$ cat src/hdl/decd_defines.vh
// Purpose: constants for the disk error code detector
// Assumes: 200 MHz clock
// Notes: codes are one byte, hex
`ifndef DECD_DEFINES_VH
`define DECD_DEFINES_VH
`define DECD_ERR_NONE 8'h00
`define DECD_ERR_TRK0 8'h06
`define DECD_ERR_SEEKING 8'h08
`define DECD_ERR_NOINIT 8'h0a
`define DECD_ERR_WPROT 8'h0b
`define DECD_ERR_IDECC 8'h10
`define DECD_ERR_UNCORR 8'h11
`define DECD_ERR_NOMARK 8'h12
`define DECD_ERR_NOSECT 8'h14
`define DECD_ERR_SEEK 8'h15
`define DECD_ERR_CORR 8'h18
`define DECD_ERR_MAXERR 8'h33
`define DECD_RECAL_EXTRA 16'h00c8
`define DECD_MAX_ERRORS 5'h14
`define DECD_MAX_REVS 2'h2
`define DECD_MARK_WIN_NS 20000
`define DECD_CLK_NS 5
`define DECD_MARK_WIN_CYC ((`DECD_MARK_WIN_NS) / (`DECD_CLK_NS))
`define DECD_DRIVES 4
`endif

$ cat src/hdl/decd_detector.v
// Purpose: error detection and status code of a disk controller
// Assumes: inputs synchronous to clk; sequencer pulses are one cycle
// Notes: code held until sense read or next command start
// Behaviour
// - Recalibrate: no track zero after cylinders+200 steps
// - Drive-ready test during seek reports 08
// - Uninitialised drive access rejected with 0a
// - Tape access before drive 0 init: 0a
// - Write to protected drive blocked, 0b
// - Marks seen, sector missing, ID ECC: 10
// - Error span beyond burst length: 11
// - No address mark within window: 12
// - Sector not found in two revolutions: 14
// - ID cylinder or head mismatch: 15
// - Corrected read error still reports 18
// - Code given by sense and completion byte
// - Clean completion returns 00
// - Over 20 errors aborts the command
`timescale 1ns/1ps
`include "decd_defines.vh"
module decd_detector #(
	parameter DRV_W = 2,
	parameter CYL_W = 16,
	parameter BURST_W = 8,
	parameter MARK_WIN = `DECD_MARK_WIN_CYC
)
(
	input wire clk,
	input wire rst_b,
	input wire cmd_start,
	input wire [DRV_W-1:0] cmd_drive,
	input wire cmd_tape,
	input wire cmd_write,
	input wire cmd_recal,
	input wire cmd_seek,
	input wire cmd_test_ready,
	input wire cmd_xfer,
	input wire cmd_init,
	input wire [BURST_W-1:0] init_burst,
	input wire [CYL_W-1:0] init_cyls,
	input wire cmd_done,
	input wire sense_rd,
	input wire step_pulse,
	input wire track0,
	input wire seek_done,
	input wire write_prot,
	input wire index_pulse,
	input wire addr_mark,
	input wire id_valid,
	input wire id_ecc_err,
	input wire id_match,
	input wire [CYL_W-1:0] id_cyl,
	input wire [7:0] id_head,
	input wire [CYL_W-1:0] tgt_cyl,
	input wire [7:0] tgt_head,
	input wire data_valid,
	input wire data_err,
	input wire [BURST_W-1:0] err_span,
	output reg [7:0] status_q,
	output reg [7:0] msg_q,
	output reg msg_valid_q,
	output reg reject_q,
	output reg abort_q
);
	localparam S_IDLE = 3'b001;
	localparam S_RUN = 3'b010;
	localparam S_END = 3'b100;

	reg [2:0] state_q;
	reg [DRV_W-1:0] drv_q;
	reg recal_q;
	reg xfer_q;
	reg seek_busy_q;
	reg [CYL_W:0] steps_q;
	reg [CYL_W-1:0] cyls_q;
	reg [31:0] win_q;
	reg [1:0] revs_q;
	reg marks_q;
	reg id_bad_q;
	reg [4:0] errs_q;
	reg [7:0] code_d;
	reg hit_d;
	wire [BURST_W:0] init_word;
	wire d0_init;
	wire [BURST_W:0] rd_word;

	// Code priority: first error in a cycle wins; a cycle adds one count however many hit
	function [7:0] pick;
		input [7:0] cur;
		input [7:0] nxt;
		begin
			pick = (cur == `DECD_ERR_NONE) ? nxt : cur;
		end
	endfunction

	// ==========================================
	// Per-drive init memory; burst length read for the current drive
	assign init_word = {1'b1, init_burst};
	decd_init_mem #(.AW(DRV_W), .DW(BURST_W+1)) u_mem (
		.clk(clk),
		.rst_b(rst_b),
		.wr_en(cmd_init),
		.wr_addr(cmd_drive),
		.wr_data(init_word),
		.rd_addr(state_q == S_IDLE ? cmd_drive : drv_q),
		.rd_data_q(rd_word)
	);

	// Drive 0 flag kept apart so tape checks need no second read port
	reg d0_init_q;
	assign d0_init = d0_init_q;

	// ==========================================
	// Error conditions of the running command
	always @*
	begin
		code_d = `DECD_ERR_NONE;
		// Checked once the last allowed step is out, not on an extra step
		if (recal_q && !track0
			&& steps_q >= {1'b0, cyls_q} + `DECD_RECAL_EXTRA)
			code_d = pick(code_d, `DECD_ERR_TRK0);
		if (xfer_q && marks_q && id_bad_q && index_pulse
			&& revs_q == `DECD_MAX_REVS - 2'h1)
			code_d = pick(code_d, `DECD_ERR_IDECC);
		if (xfer_q && index_pulse && revs_q == `DECD_MAX_REVS - 2'h1)
			code_d = pick(code_d, `DECD_ERR_NOSECT);
		if (xfer_q && win_q >= MARK_WIN)
			code_d = pick(code_d, `DECD_ERR_NOMARK);
		if (xfer_q && id_valid && !id_ecc_err
			&& (id_cyl != tgt_cyl || id_head != tgt_head))
			code_d = pick(code_d, `DECD_ERR_SEEK);
		if (xfer_q && data_valid && data_err)
			code_d = pick(code_d, err_span > rd_word[BURST_W-1:0]
				? `DECD_ERR_UNCORR : `DECD_ERR_CORR);
		hit_d = (code_d != `DECD_ERR_NONE);
	end

	// ==========================================
	// Command sequencing, counters and status byte
	always @(posedge clk or negedge rst_b)
	begin
		if (!rst_b)
		begin
			state_q <= S_IDLE;
			drv_q <= {DRV_W{1'b0}};
			recal_q <= 1'b0;
			xfer_q <= 1'b0;
			seek_busy_q <= 1'b0;
			steps_q <= {(CYL_W+1){1'b0}};
			cyls_q <= {CYL_W{1'b0}};
			win_q <= 32'h0;
			revs_q <= 2'h0;
			marks_q <= 1'b0;
			id_bad_q <= 1'b0;
			errs_q <= 5'h0;
			d0_init_q <= 1'b0;
			status_q <= `DECD_ERR_NONE;
			msg_q <= `DECD_ERR_NONE;
			msg_valid_q <= 1'b0;
			reject_q <= 1'b0;
			abort_q <= 1'b0;
		end
		else
		begin
			msg_valid_q <= 1'b0;
			reject_q <= 1'b0;
			abort_q <= 1'b0;
			if (cmd_init)
			begin
				cyls_q <= init_cyls;
				if (cmd_drive == {DRV_W{1'b0}})
					d0_init_q <= 1'b1;
			end
			// Seek busy spans commands; cleared by the drive
			if (seek_done)
				seek_busy_q <= 1'b0;
			if (sense_rd)
				status_q <= `DECD_ERR_NONE;
			case (state_q)
			S_IDLE:
			begin
				if (cmd_start)
				begin
					status_q <= `DECD_ERR_NONE;
					drv_q <= cmd_drive;
					errs_q <= 5'h0;
					steps_q <= {(CYL_W+1){1'b0}};
					win_q <= 32'h0;
					revs_q <= 2'h0;
					marks_q <= 1'b0;
					id_bad_q <= 1'b0;
					state_q <= S_RUN;
					recal_q <= cmd_recal;
					xfer_q <= cmd_xfer;
					if (cmd_seek)
						seek_busy_q <= 1'b1;
				end
			end
			S_RUN:
			begin
				// Checks need the memory word, one cycle after start
				if (cmd_tape && !d0_init)
				begin
					status_q <= `DECD_ERR_NOINIT;
					reject_q <= 1'b1;
					state_q <= S_END;
				end
				else if (!cmd_tape && !cmd_init && !rd_word[BURST_W])
				begin
					status_q <= `DECD_ERR_NOINIT;
					reject_q <= 1'b1;
					state_q <= S_END;
				end
				else if (cmd_write && write_prot)
				begin
					status_q <= `DECD_ERR_WPROT;
					reject_q <= 1'b1;
					state_q <= S_END;
				end
				else if (cmd_test_ready && seek_busy_q && !seek_done)
				begin
					status_q <= `DECD_ERR_SEEKING;
					state_q <= S_END;
				end
				else if (errs_q == `DECD_MAX_ERRORS && hit_d)
				begin
					status_q <= `DECD_ERR_MAXERR;
					abort_q <= 1'b1;
					state_q <= S_END;
				end
				else if (cmd_done)
					state_q <= S_END;
				else
				begin
					if (hit_d)
					begin
						status_q <= code_d;
						errs_q <= errs_q + 5'h1;
					end
					if (recal_q && track0)
						recal_q <= 1'b0;
					else if (recal_q && step_pulse)
						steps_q <= steps_q + 1'b1;
					// ID error means the sector search failed too: stop
					if (code_d == `DECD_ERR_TRK0 || code_d == `DECD_ERR_NOSECT
						|| code_d == `DECD_ERR_IDECC)
					begin
						recal_q <= 1'b0;
						xfer_q <= 1'b0;
						state_q <= S_END;
					end
					// Window restarts after a miss so each miss counts once
					if (addr_mark || !xfer_q || win_q >= MARK_WIN)
						win_q <= 32'h0;
					else
						win_q <= win_q + 32'h1;
					if (addr_mark)
						marks_q <= 1'b1;
					if (id_valid && id_ecc_err)
						id_bad_q <= 1'b1;
					if (id_valid && id_match)
						revs_q <= 2'h0;
					else if (xfer_q && index_pulse)
						revs_q <= revs_q + 2'h1;
				end
			end
			S_END:
			begin
				recal_q <= 1'b0;
				xfer_q <= 1'b0;
				msg_q <= status_q;
				msg_valid_q <= 1'b1;
				state_q <= S_IDLE;
			end
			default:
				state_q <= S_IDLE;
			endcase
		end
	end
endmodule // decd_detector

$ cat src/hdl/decd_init_mem.v
// Purpose: per-drive memory of initialised flag and burst length
// Assumes: single clock, registered read
// Notes: one word per drive, cleared at reset
`timescale 1ns/1ps
module decd_init_mem #(
	parameter AW = 2,
	parameter DW = 9
)
(
	input wire clk,
	input wire rst_b,
	input wire wr_en,
	input wire [AW-1:0] wr_addr,
	input wire [DW-1:0] wr_data,
	input wire [AW-1:0] rd_addr,
	output reg [DW-1:0] rd_data_q
);
	reg [DW-1:0] mem_q [0:(1<<AW)-1];
	integer i;

	// ==========================================
	// Storage and registered read
	always @(posedge clk or negedge rst_b)
	begin
		if (!rst_b)
		begin
			for (i = 0; i < (1<<AW); i = i + 1)
				mem_q[i] <= {DW{1'b0}};
			rd_data_q <= {DW{1'b0}};
		end
		else
		begin
			if (wr_en)
				mem_q[wr_addr] <= wr_data;
			rd_data_q <= mem_q[rd_addr];
		end
	end
endmodule // decd_init_mem

$ cat config.mk
export PLATFORM = sky130hd
export DESIGN_NAME = decd_detector
export DESIGN_NICKNAME = d
export VERILOG_FILES = /design/src/hdl/decd_detector.v /design/src/hdl/decd_init_mem.v
export VERILOG_INCLUDE_DIRS = /design/src /design/src/hdl
export SDC_FILE = /design/constraint.sdc
export NUM_CORES = 1
export LEC_CHECK = 0
export ABC_AREA = 0
export CAP_MARGIN = 5
export CORE_UTILIZATION = 45
export DETAILED_ROUTE_END_ITERATION = 10
export DONT_BUFFER_PORTS = 1
export PLACE_DENSITY = 0.69
export SLEW_MARGIN = 10
export SYNTH_ARGS = -nofsm -noshare
export SYNTH_HDL_FRONTEND = slang
export SYNTH_HIERARCHICAL = 1
export SYNTH_SLANG_ARGS = --single-unit
$ cat constraint.sdc
create_clock -name clk -period 6.1 [get_ports clk]
set_clock_uncertainty 0.2 [all_clocks]
set_input_delay 0.61 -clock clk [delete_from_list [all_inputs] [get_ports clk]]
set_output_delay 0.61 -clock clk [all_outputs]
set_load 0.01 [all_outputs]
# Word level (Yosys, flattened, before mapping)
# Index checks and enable logic that the tools add are counted.
# op_classes
addsub,5
n_lt_le_gt_ge,6
eq_ne,26
mux,127
bitwise,2
n_reduce_logical,59
# ops
operator,n
$mux 32,8
$mux 17,9
$mux 8,19
$pmux 32 s2,1
$reduce_and 9->1,6
$mux 1,47
$logic_not 8->1,5
$mux 5,8
$bwmux 36,1
$pmux 17 s2,1
$add 32x1->32 const B,1
$ge 32x12->1 const B,1
$mux 3,9
$mux 9,3
$logic_and 1x1->1,26
$ne 2x2->1 const B,13
$mux 2,10
$bmux 9 s2,1
$demux 9 s2,1
$add 16x8->17 const B,1
$add 17x1->17 const B,1
$ge 17x17->1,1
$eq 8x5->1 const B,2
$ne 16x16->1,1
31 further kinds,49
# totals
reg_bits,147
input_bits,105
out_inout_bits,19

# Longest topological paths before layout
# logic_depth
word_depth,30
ltp_mapped,17
mapped_depth_nobuf,15

# Cells and area by module
# The synthesis kept the hierarchy.
# modules_own_cells
mod,n_inst,cells_each,area_each_um2,seq_area_each_um2
decd_detector,1,593,5746.8,2553.7
decd_init_mem,1,97,1795.5,1126.1

# Least setup slack after synthesis
# No wires, ideal clock.
# synth_timing
kind,register to register
from,reg cyls_q[5]
to,reg win_q[5]
setup_ns,0.069
t_arrival_ns,3.214
required_time_ns,5.831
path_slack_ns,2.617
path_stages_with_launch,16
n_path_buf,1
path_cell_list,dfrtp_1 nand3_1 nor3b_1 nor3b_1 nand2_1 xor2_1 ha_1 a21oi_1 o21ai_0 and2_1 or3_1 nor3_4 nor2_2 buf_6 or4_1 nand3_1
# synth_via
elab_chain_len,23
# synth_lines
element,line_no,source
"start, declared",decd_detector.v:75,reg [CYL_W-1:0] cyls_q;
"start signal, assigned",decd_detector.v:150,cyls_q <= {CYL_W{1'b0}};
"start signal, assigned",decd_detector.v:170,cyls_q <= init_cyls;
$add 16x8->17 (no source line) *,-,
$ge 17x17->1 (no source line) *,-,
$logic_and 1x1->1 (no source line) *,-,
$mux 3 *,decd_detector.v:119,if (recal_q && !track0
$logic_not 8->1 (no source line),-,
$mux 8,decd_detector.v:92,pick = (cur == `DECD_ERR_NONE) ? nxt : cur;
$mux 8 *,decd_detector.v:122,if (xfer_q && marks_q && id_bad_q && index_pulse
$logic_not 8->1 (no source line),-,
[7 not listed],-,
$mux 8 *,decd_detector.v:129,if (xfer_q && id_valid && !id_ecc_err
$logic_not 8->1 (no source line),-,
$mux 8,decd_detector.v:92,
$mux 8 *,decd_detector.v:132,if (xfer_q && data_valid && data_err)
$reduce_bool 8->1 (no source line) *,-,
$logic_and 1x1->1 *,decd_detector.v:225,else if (errs_q == `DECD_MAX_ERRORS && hit_d)
$ne 2x2->1 (no source line) *,-,
$reduce_and 8->1 (no source line) *,-,
"end signal, assigned",decd_detector.v:256,win_q <= win_q + 32'h1;
"end, declared",decd_detector.v:76,reg [31:0] win_q;
# Every way passes the cells marked *; elsewhere a longest branch is shown, timed or not.
# A chain may end at the register's enable or synchronous reset.

# Final worst setup path
# layout_timing
from,reg cyls_q[5]
to,reg errs_q[4]
# layout_via
elab_chain_len,23
word_cells_on_any_way,24
classes_between,1 x add/sub; 1 x order compare; 2 x eq/ne; 11 x mux; 9 x reduce/logical
# layout_lines
element,line_no,source
$add 16x8->17 (no source line) *,-,
$ge 17x17->1 (no source line) *,-,
$logic_and 1x1->1 (no source line) *,-,
$mux 3 *,decd_detector.v:119,
$logic_not 8->1 (no source line),-,
$mux 8,decd_detector.v:92,
$mux 8 *,decd_detector.v:122,
$logic_not 8->1 (no source line),-,
[7 not listed],-,
$mux 8 *,decd_detector.v:129,
$logic_not 8->1 (no source line),-,
$mux 8,decd_detector.v:92,
$mux 8 *,decd_detector.v:132,
$reduce_bool 8->1 (no source line) *,-,
$logic_and 1x1->1,decd_detector.v:225,
$ne 2x2->1 (no source line),-,
$reduce_and 9->1 (no source line) *,-,
"end signal, assigned",decd_detector.v:238,errs_q <= errs_q + 5'h1;
"end, declared",decd_detector.v:80,reg [4:0] errs_q;
# Marked as above.

==> metrics.txt <==
# TYPE chip_impl_metric gauge
chip_impl_metric{name="ff_latch_area",unit="sq um"} 3680
chip_impl_metric{name="cts_made_buffers",unit=""} 17
chip_impl_metric{name="slew_headroom",unit="%"} 24.50
chip_impl_metric{name="synthXorXnorAreaFrac",unit="%"} 4.297
chip_impl_info{name="synth_top_family_by_area",value="simple AND/OR/NAND/NOR gates"} 1
chip_impl_metric{name="pre_cts_worst_setup_slack",unit="ns"} 2.058
chip_impl_metric{name="fin_worst_hold_slack",unit="ns"} -0.02304
chip_impl_metric{name="ctsLongestPathBuffers",unit=""} 2
chip_impl_metric{name="detailed_placement_wirelength_estimate",unit="microns"} 12280
chip_impl_metric{name="period_share",unit="%"} 66.29
chip_impl_metric{name="synth_area",unit="sq um"} 7542
chip_impl_metric{name="clk_pin_slew",unit="ns"} 0.06
chip_impl_metric{name="grt_pass1_wl",unit="microns"} 28170
chip_impl_info{name="yosys-top-cells-area",value="sky130_fd_sc_hd__dfrtp_1 48%, sky130_fd_sc_hd__mux2_2 9.0%, sky130_fd_sc_hd__ha_1 5.3%"} 1
chip_impl_info{name="rsz0062_at_grt",value="false"} 1
chip_impl_metric{name="number_of_inserted_diodes",unit=""} 0
chip_impl_metric{name="netlist.area_leader.share",unit="%"} 48.44
chip_impl_info{name="violations",value="hold timing"} 1
chip_impl_info{name="reg2reg_from",value="cyls_q[5]"} 1
chip_impl_metric{name="via_count_of_the_first_global_routing_pass",unit=""} 5487
chip_impl_metric{name="finalHoldViolCount",unit=""} 39
chip_impl_metric{name="finish.utilization",unit="%"} 51.95
chip_impl_metric{name="grt_usage",unit="%"} 20.74
chip_impl_info{name="clock-root-buffer",value="sky130_fd_sc_hd__clkbuf_16"} 1
chip_impl_metric{name="async_flop_share",unit="%"} 100.0
chip_impl_metric{name="clock_latency_on_the_worst_skew_pair",unit="ns"} 0.43
chip_impl_metric{name="drt_iter0_drc",unit=""} 424
chip_impl_metric{name="numPortBuffers",unit=""} 0
chip_impl_metric{name="vdd_ir_drop_max",unit="mV"} 0.2075
chip_impl_info{name="reg2reg_to",value="errs_q[4]"} 1
chip_impl_metric{name="coreArea",unit="sq um"} 16120
chip_impl_info{name="synth_ff_type",value="sky130_fd_sc_hd__dfrtp_1"} 1
chip_impl_metric{name="count_of_cells_along_the_worst_register_to_register_path",unit=""} 15
chip_impl_metric{name="drt_first_pass_iters",unit=""} 5
chip_impl_metric{name="timing_max_transition_violations_final",unit=""} 0
chip_impl_metric{name="final_cells",unit=""} 924
chip_impl_metric{name="multi_input_area",unit="sq um"} 3686
chip_impl_info{name="tritoncts",value="yes"} 1
chip_impl_metric{name="period_needed",unit="ns"} 4.043
chip_impl_metric{name="placed_cells",unit=""} 892
chip_impl_metric{name="synth_compound_gate_area_share",unit="%"} 10.42
chip_impl_metric{name="synth-edff-count",unit=""} 0
chip_impl_metric{name="drt_drc_violations_left",unit=""} 0
chip_impl_metric{name="worst-r2r-setup-slack",unit="ns"} 2.06
chip_impl_metric{name="final_critical_path_setup_slack",unit="ns"} 2.057
chip_impl_metric{name="adder_cell_area_share_of_the_yosys_netlist",unit="%"} 5.309
chip_impl_metric{name="antenna_violations_before_repair",unit=""} 0
chip_impl_info{name="startpoint_type",value="flop"} 1
chip_impl_metric{name="max_clock_freq",unit="MHz"} 247.3
chip_impl_metric{name="final_layout_size_suffix_gt1_share",unit="%"} 16.53
chip_impl_metric{name="gate_count_of_the_mapped_netlist",unit=""} 690
chip_impl_metric{name="yosys-mux-area-fraction",unit="%"} 11.65
chip_impl_metric{name="design.die.area",unit="sq um"} 17280
chip_impl_metric{name="path_max_fanout",unit=""} 33
chip_impl_metric{name="pwr_density_cell",unit="nW/um^2"} 348.9
chip_impl_metric{name="postCtsResizedCells",unit=""} 0
chip_impl_metric{name="syn-mean-instance-area",unit="sq um"} 10.93
chip_impl_metric{name="die_width",unit="microns"} 131.5
chip_impl_info{name="netlist.top_cell.by_area",value="sky130_fd_sc_hd__dfrtp_1"} 1
chip_impl_info{name="critPathCaptureType",value="flop"} 1
chip_impl_metric{name="detail-route-antenna-nets",unit=""} 0
chip_impl_metric{name="p_leak",unit="nW"} 3.623
chip_impl_metric{name="cts_htree_levels",unit=""} 4
chip_impl_metric{name="final_net_count",unit=""} 833
chip_impl_metric{name="via_count",unit=""} 5335
chip_impl_metric{name="report.final.setup_viol",unit=""} 0
chip_impl_metric{name="grt_overflow_total",unit=""} 0
chip_impl_metric{name="starting_density",unit="%"} 46.80
chip_impl_metric{name="cts_num_sinks",unit=""} 147
chip_impl_metric{name="ys_seq_elements",unit=""} 147
chip_impl_metric{name="grt_start_max_net_pins",unit=""} 148
chip_impl_metric{name="setup-tns-final",unit="ns"} 0
chip_impl_metric{name="viasPerCell",unit=""} 5.774
chip_impl_metric{name="finalWeightedCongestion",unit=""} 0.8460
chip_impl_metric{name="simple_gate_fraction_of_synth_area",unit="%"} 16.94
chip_impl_metric{name="floorplan.die.height",unit="microns"} 131.5
chip_impl_metric{name="crit_arrival",unit="ns"} 4.17
chip_impl_metric{name="critPathRequiredTime",unit="ns"} 6.23
chip_impl_info{name="path_class",value="reg2reg"} 1
chip_impl_metric{name="avgRoutedWirePerCell",unit="microns"} 18.41
chip_impl_metric{name="worst_pin_slew",unit="ns"} 1.133
chip_impl_metric{name="n_fill_cell",unit=""} 1399
chip_impl_metric{name="ioPinCount",unit=""} 124
chip_impl_metric{name="synthesis_warning_total",unit=""} 6
chip_impl_metric{name="synth.distinct_cells",unit=""} 66
chip_impl_metric{name="routed_wl",unit="microns"} 17010
chip_impl_info{name="run_status",value="complete, but fails checks"} 1
chip_impl_metric{name="maxCapViolCount",unit=""} 0
chip_impl_info{name="hp_class",value="in2async"} 1
chip_impl_metric{name="area_growth_syn_to_layout",unit="%"} 11.00
chip_impl_metric{name="num_rows",unit=""} 46
chip_impl_metric{name="ys_seq_area_share",unit="%"} 48.79
[worst max path at each step]
| stage | startpoint | endpoint |
|---|---|---|
| final | cyls_q[5] | errs_q[4] |
| after global routing | cyls_q[5] | errs_q[2] |
| after CTS | cyls_q[5] | errs_q[4] |
| after detailed placement | cyls_q[5] | errs_q[4] |
| after global placement | cyls_q[3] | win_q[11] |
| after floorplan | cyls_q[5] | win_q[5] |
[cell type report]
cell class | count | share of cell area (%)
Multi-Input combinational cell | 499 | 44.03
Clock inverter | 12 | 1.734
Tap cell | 216 | 3.228
Timing Repair Buffer | 3 | 0.5081
Sequential cell | 147 | 43.95
Clock buffer | 19 | 5.291
Inverter | 28 | 1.255
[cells in the mapped netlist (3+ instances only)]
master                     instances
sky130_fd_sc_hd__nand3_1          23
sky130_fd_sc_hd__nand2_1          44
sky130_fd_sc_hd__mux4_2            9
sky130_fd_sc_hd__or3_1            19
sky130_fd_sc_hd__xnor2_1           7
sky130_fd_sc_hd__mux2_2           60
sky130_fd_sc_hd__ha_1             32
sky130_fd_sc_hd__or2_2             3
sky130_fd_sc_hd__nor2_1           25
sky130_fd_sc_hd__a21oi_1          42
sky130_fd_sc_hd__nor3_1            7
sky130_fd_sc_hd__nand2b_1          5
sky130_fd_sc_hd__nor4_1           14
sky130_fd_sc_hd__clkbuf_1         12
sky130_fd_sc_hd__nand4_1          16
sky130_fd_sc_hd__o211ai_1          9
sky130_fd_sc_hd__buf_2             4
sky130_fd_sc_hd__o21ai_0          43
sky130_fd_sc_hd__nor3b_1           4
sky130_fd_sc_hd__nor2b_1          23
sky130_fd_sc_hd__inv_1            27
sky130_fd_sc_hd__and3_1            9
sky130_fd_sc_hd__or4_1             6
sky130_fd_sc_hd__o31ai_1          10
sky130_fd_sc_hd__dfrtp_1         146
sky130_fd_sc_hd__a21o_1            4
sky130_fd_sc_hd__xor2_1           30
sky130_fd_sc_hd__and2_1            9
[flip-flops by register name, summed over array words and instances, names as in the netlist, 2 cells and up]
register,flops
status_q,8
revs_q,2
errs_q,5
drv_q,2
u_mem/mem_q,36
u_mem/rd_data_q,9
msg_q,8
steps_q,17
win_q,32
cyls_q,16
state_q,3
[cells in the final DEF, fill, tap and decap left out, drive strengths merged, types with 3 or more instances in the layout]
cell type,count
and3,9
nand2,46
and2,10
nand2b,5
or2,5
xor2,30
a21o,4
o21ai,45
mux2,60
nor2,26
xnor2,7
o211ai,9
mux4,9
buf,3
nor3,8
nor2b,23
a21oi,42
nand3,24
nor4,14
nor3b,6
conb,4
nand4,16
or4,6
nand3b,3
inv,35
clkbuf,19
o31ai,10
ha,32
or3,19
dfrtp,146
[metal layers]
metal  wire [microns]  vias to the layer above  global-route usage (%)
met5                0                        -                       0
met4              270                        0                   7.881
met3              970                       20                   6.057
met2             8343                      128                   33.04
met1             7427                     2668                   26.62
li1                 -                     2519                       -
[where the power goes]
group	internal, W	switching (W)
Combinational	0.000283	0.000377
Sequential	0.00111	0.0000933
Clock	0.000620	0.000433
[critical path: stages (launching register included)]
cell and delay (ns):
sky130_fd_sc_hd__dfrtp_1 0.40, sky130_fd_sc_hd__nand3_1 0.12, sky130_fd_sc_hd__nor3b_1 0.19, sky130_fd_sc_hd__nor3b_1 0.35, sky130_fd_sc_hd__nand2_1 0.13, sky130_fd_sc_hd__xor2_1 0.16
sky130_fd_sc_hd__ha_1 0.30, sky130_fd_sc_hd__a21oi_1 0.12, sky130_fd_sc_hd__o21ai_0 0.13, sky130_fd_sc_hd__and2_1 0.22, sky130_fd_sc_hd__or3_1 0.39, sky130_fd_sc_hd__nor3_4 0.21
sky130_fd_sc_hd__nor2_2 0.08, sky130_fd_sc_hd__buf_4 0.25, sky130_fd_sc_hd__or4_1 0.52, sky130_fd_sc_hd__a21oi_1 0.17
[through the flow]
stage | power (W) | instance area [sq um]
4_1_cts | 0.002944 | 8372
5_1_grt | 0.003084 | 8372
3_5_place_dp | 0.001867 | 7756
3_3_place_gp | 0.001827 | 7756
2_1_floorplan | 0.001721 | 7553
6_report | 0.002921 | 8372
[cells by family (layout without fill, tap and decap cells)]
logic type / after synthesis / count (layout)
xor+xnor: 37 / 37
simple gates: 226 / 226
flops: 147 / 147
fa+ha+maj: 32 / 32
compound gates: 131 / 131
buf+inv: 47 / 62
mux: 69 / 69
other cells: 1 / 4
[what timing repair did]
action / in CTS / in global routing
buffers inserted: 0 / 0
endpoints found under the hold margin: 147 / 0
hold buffers: 1 / 0
Note: power is estimated with default switching activity, not from simulation.
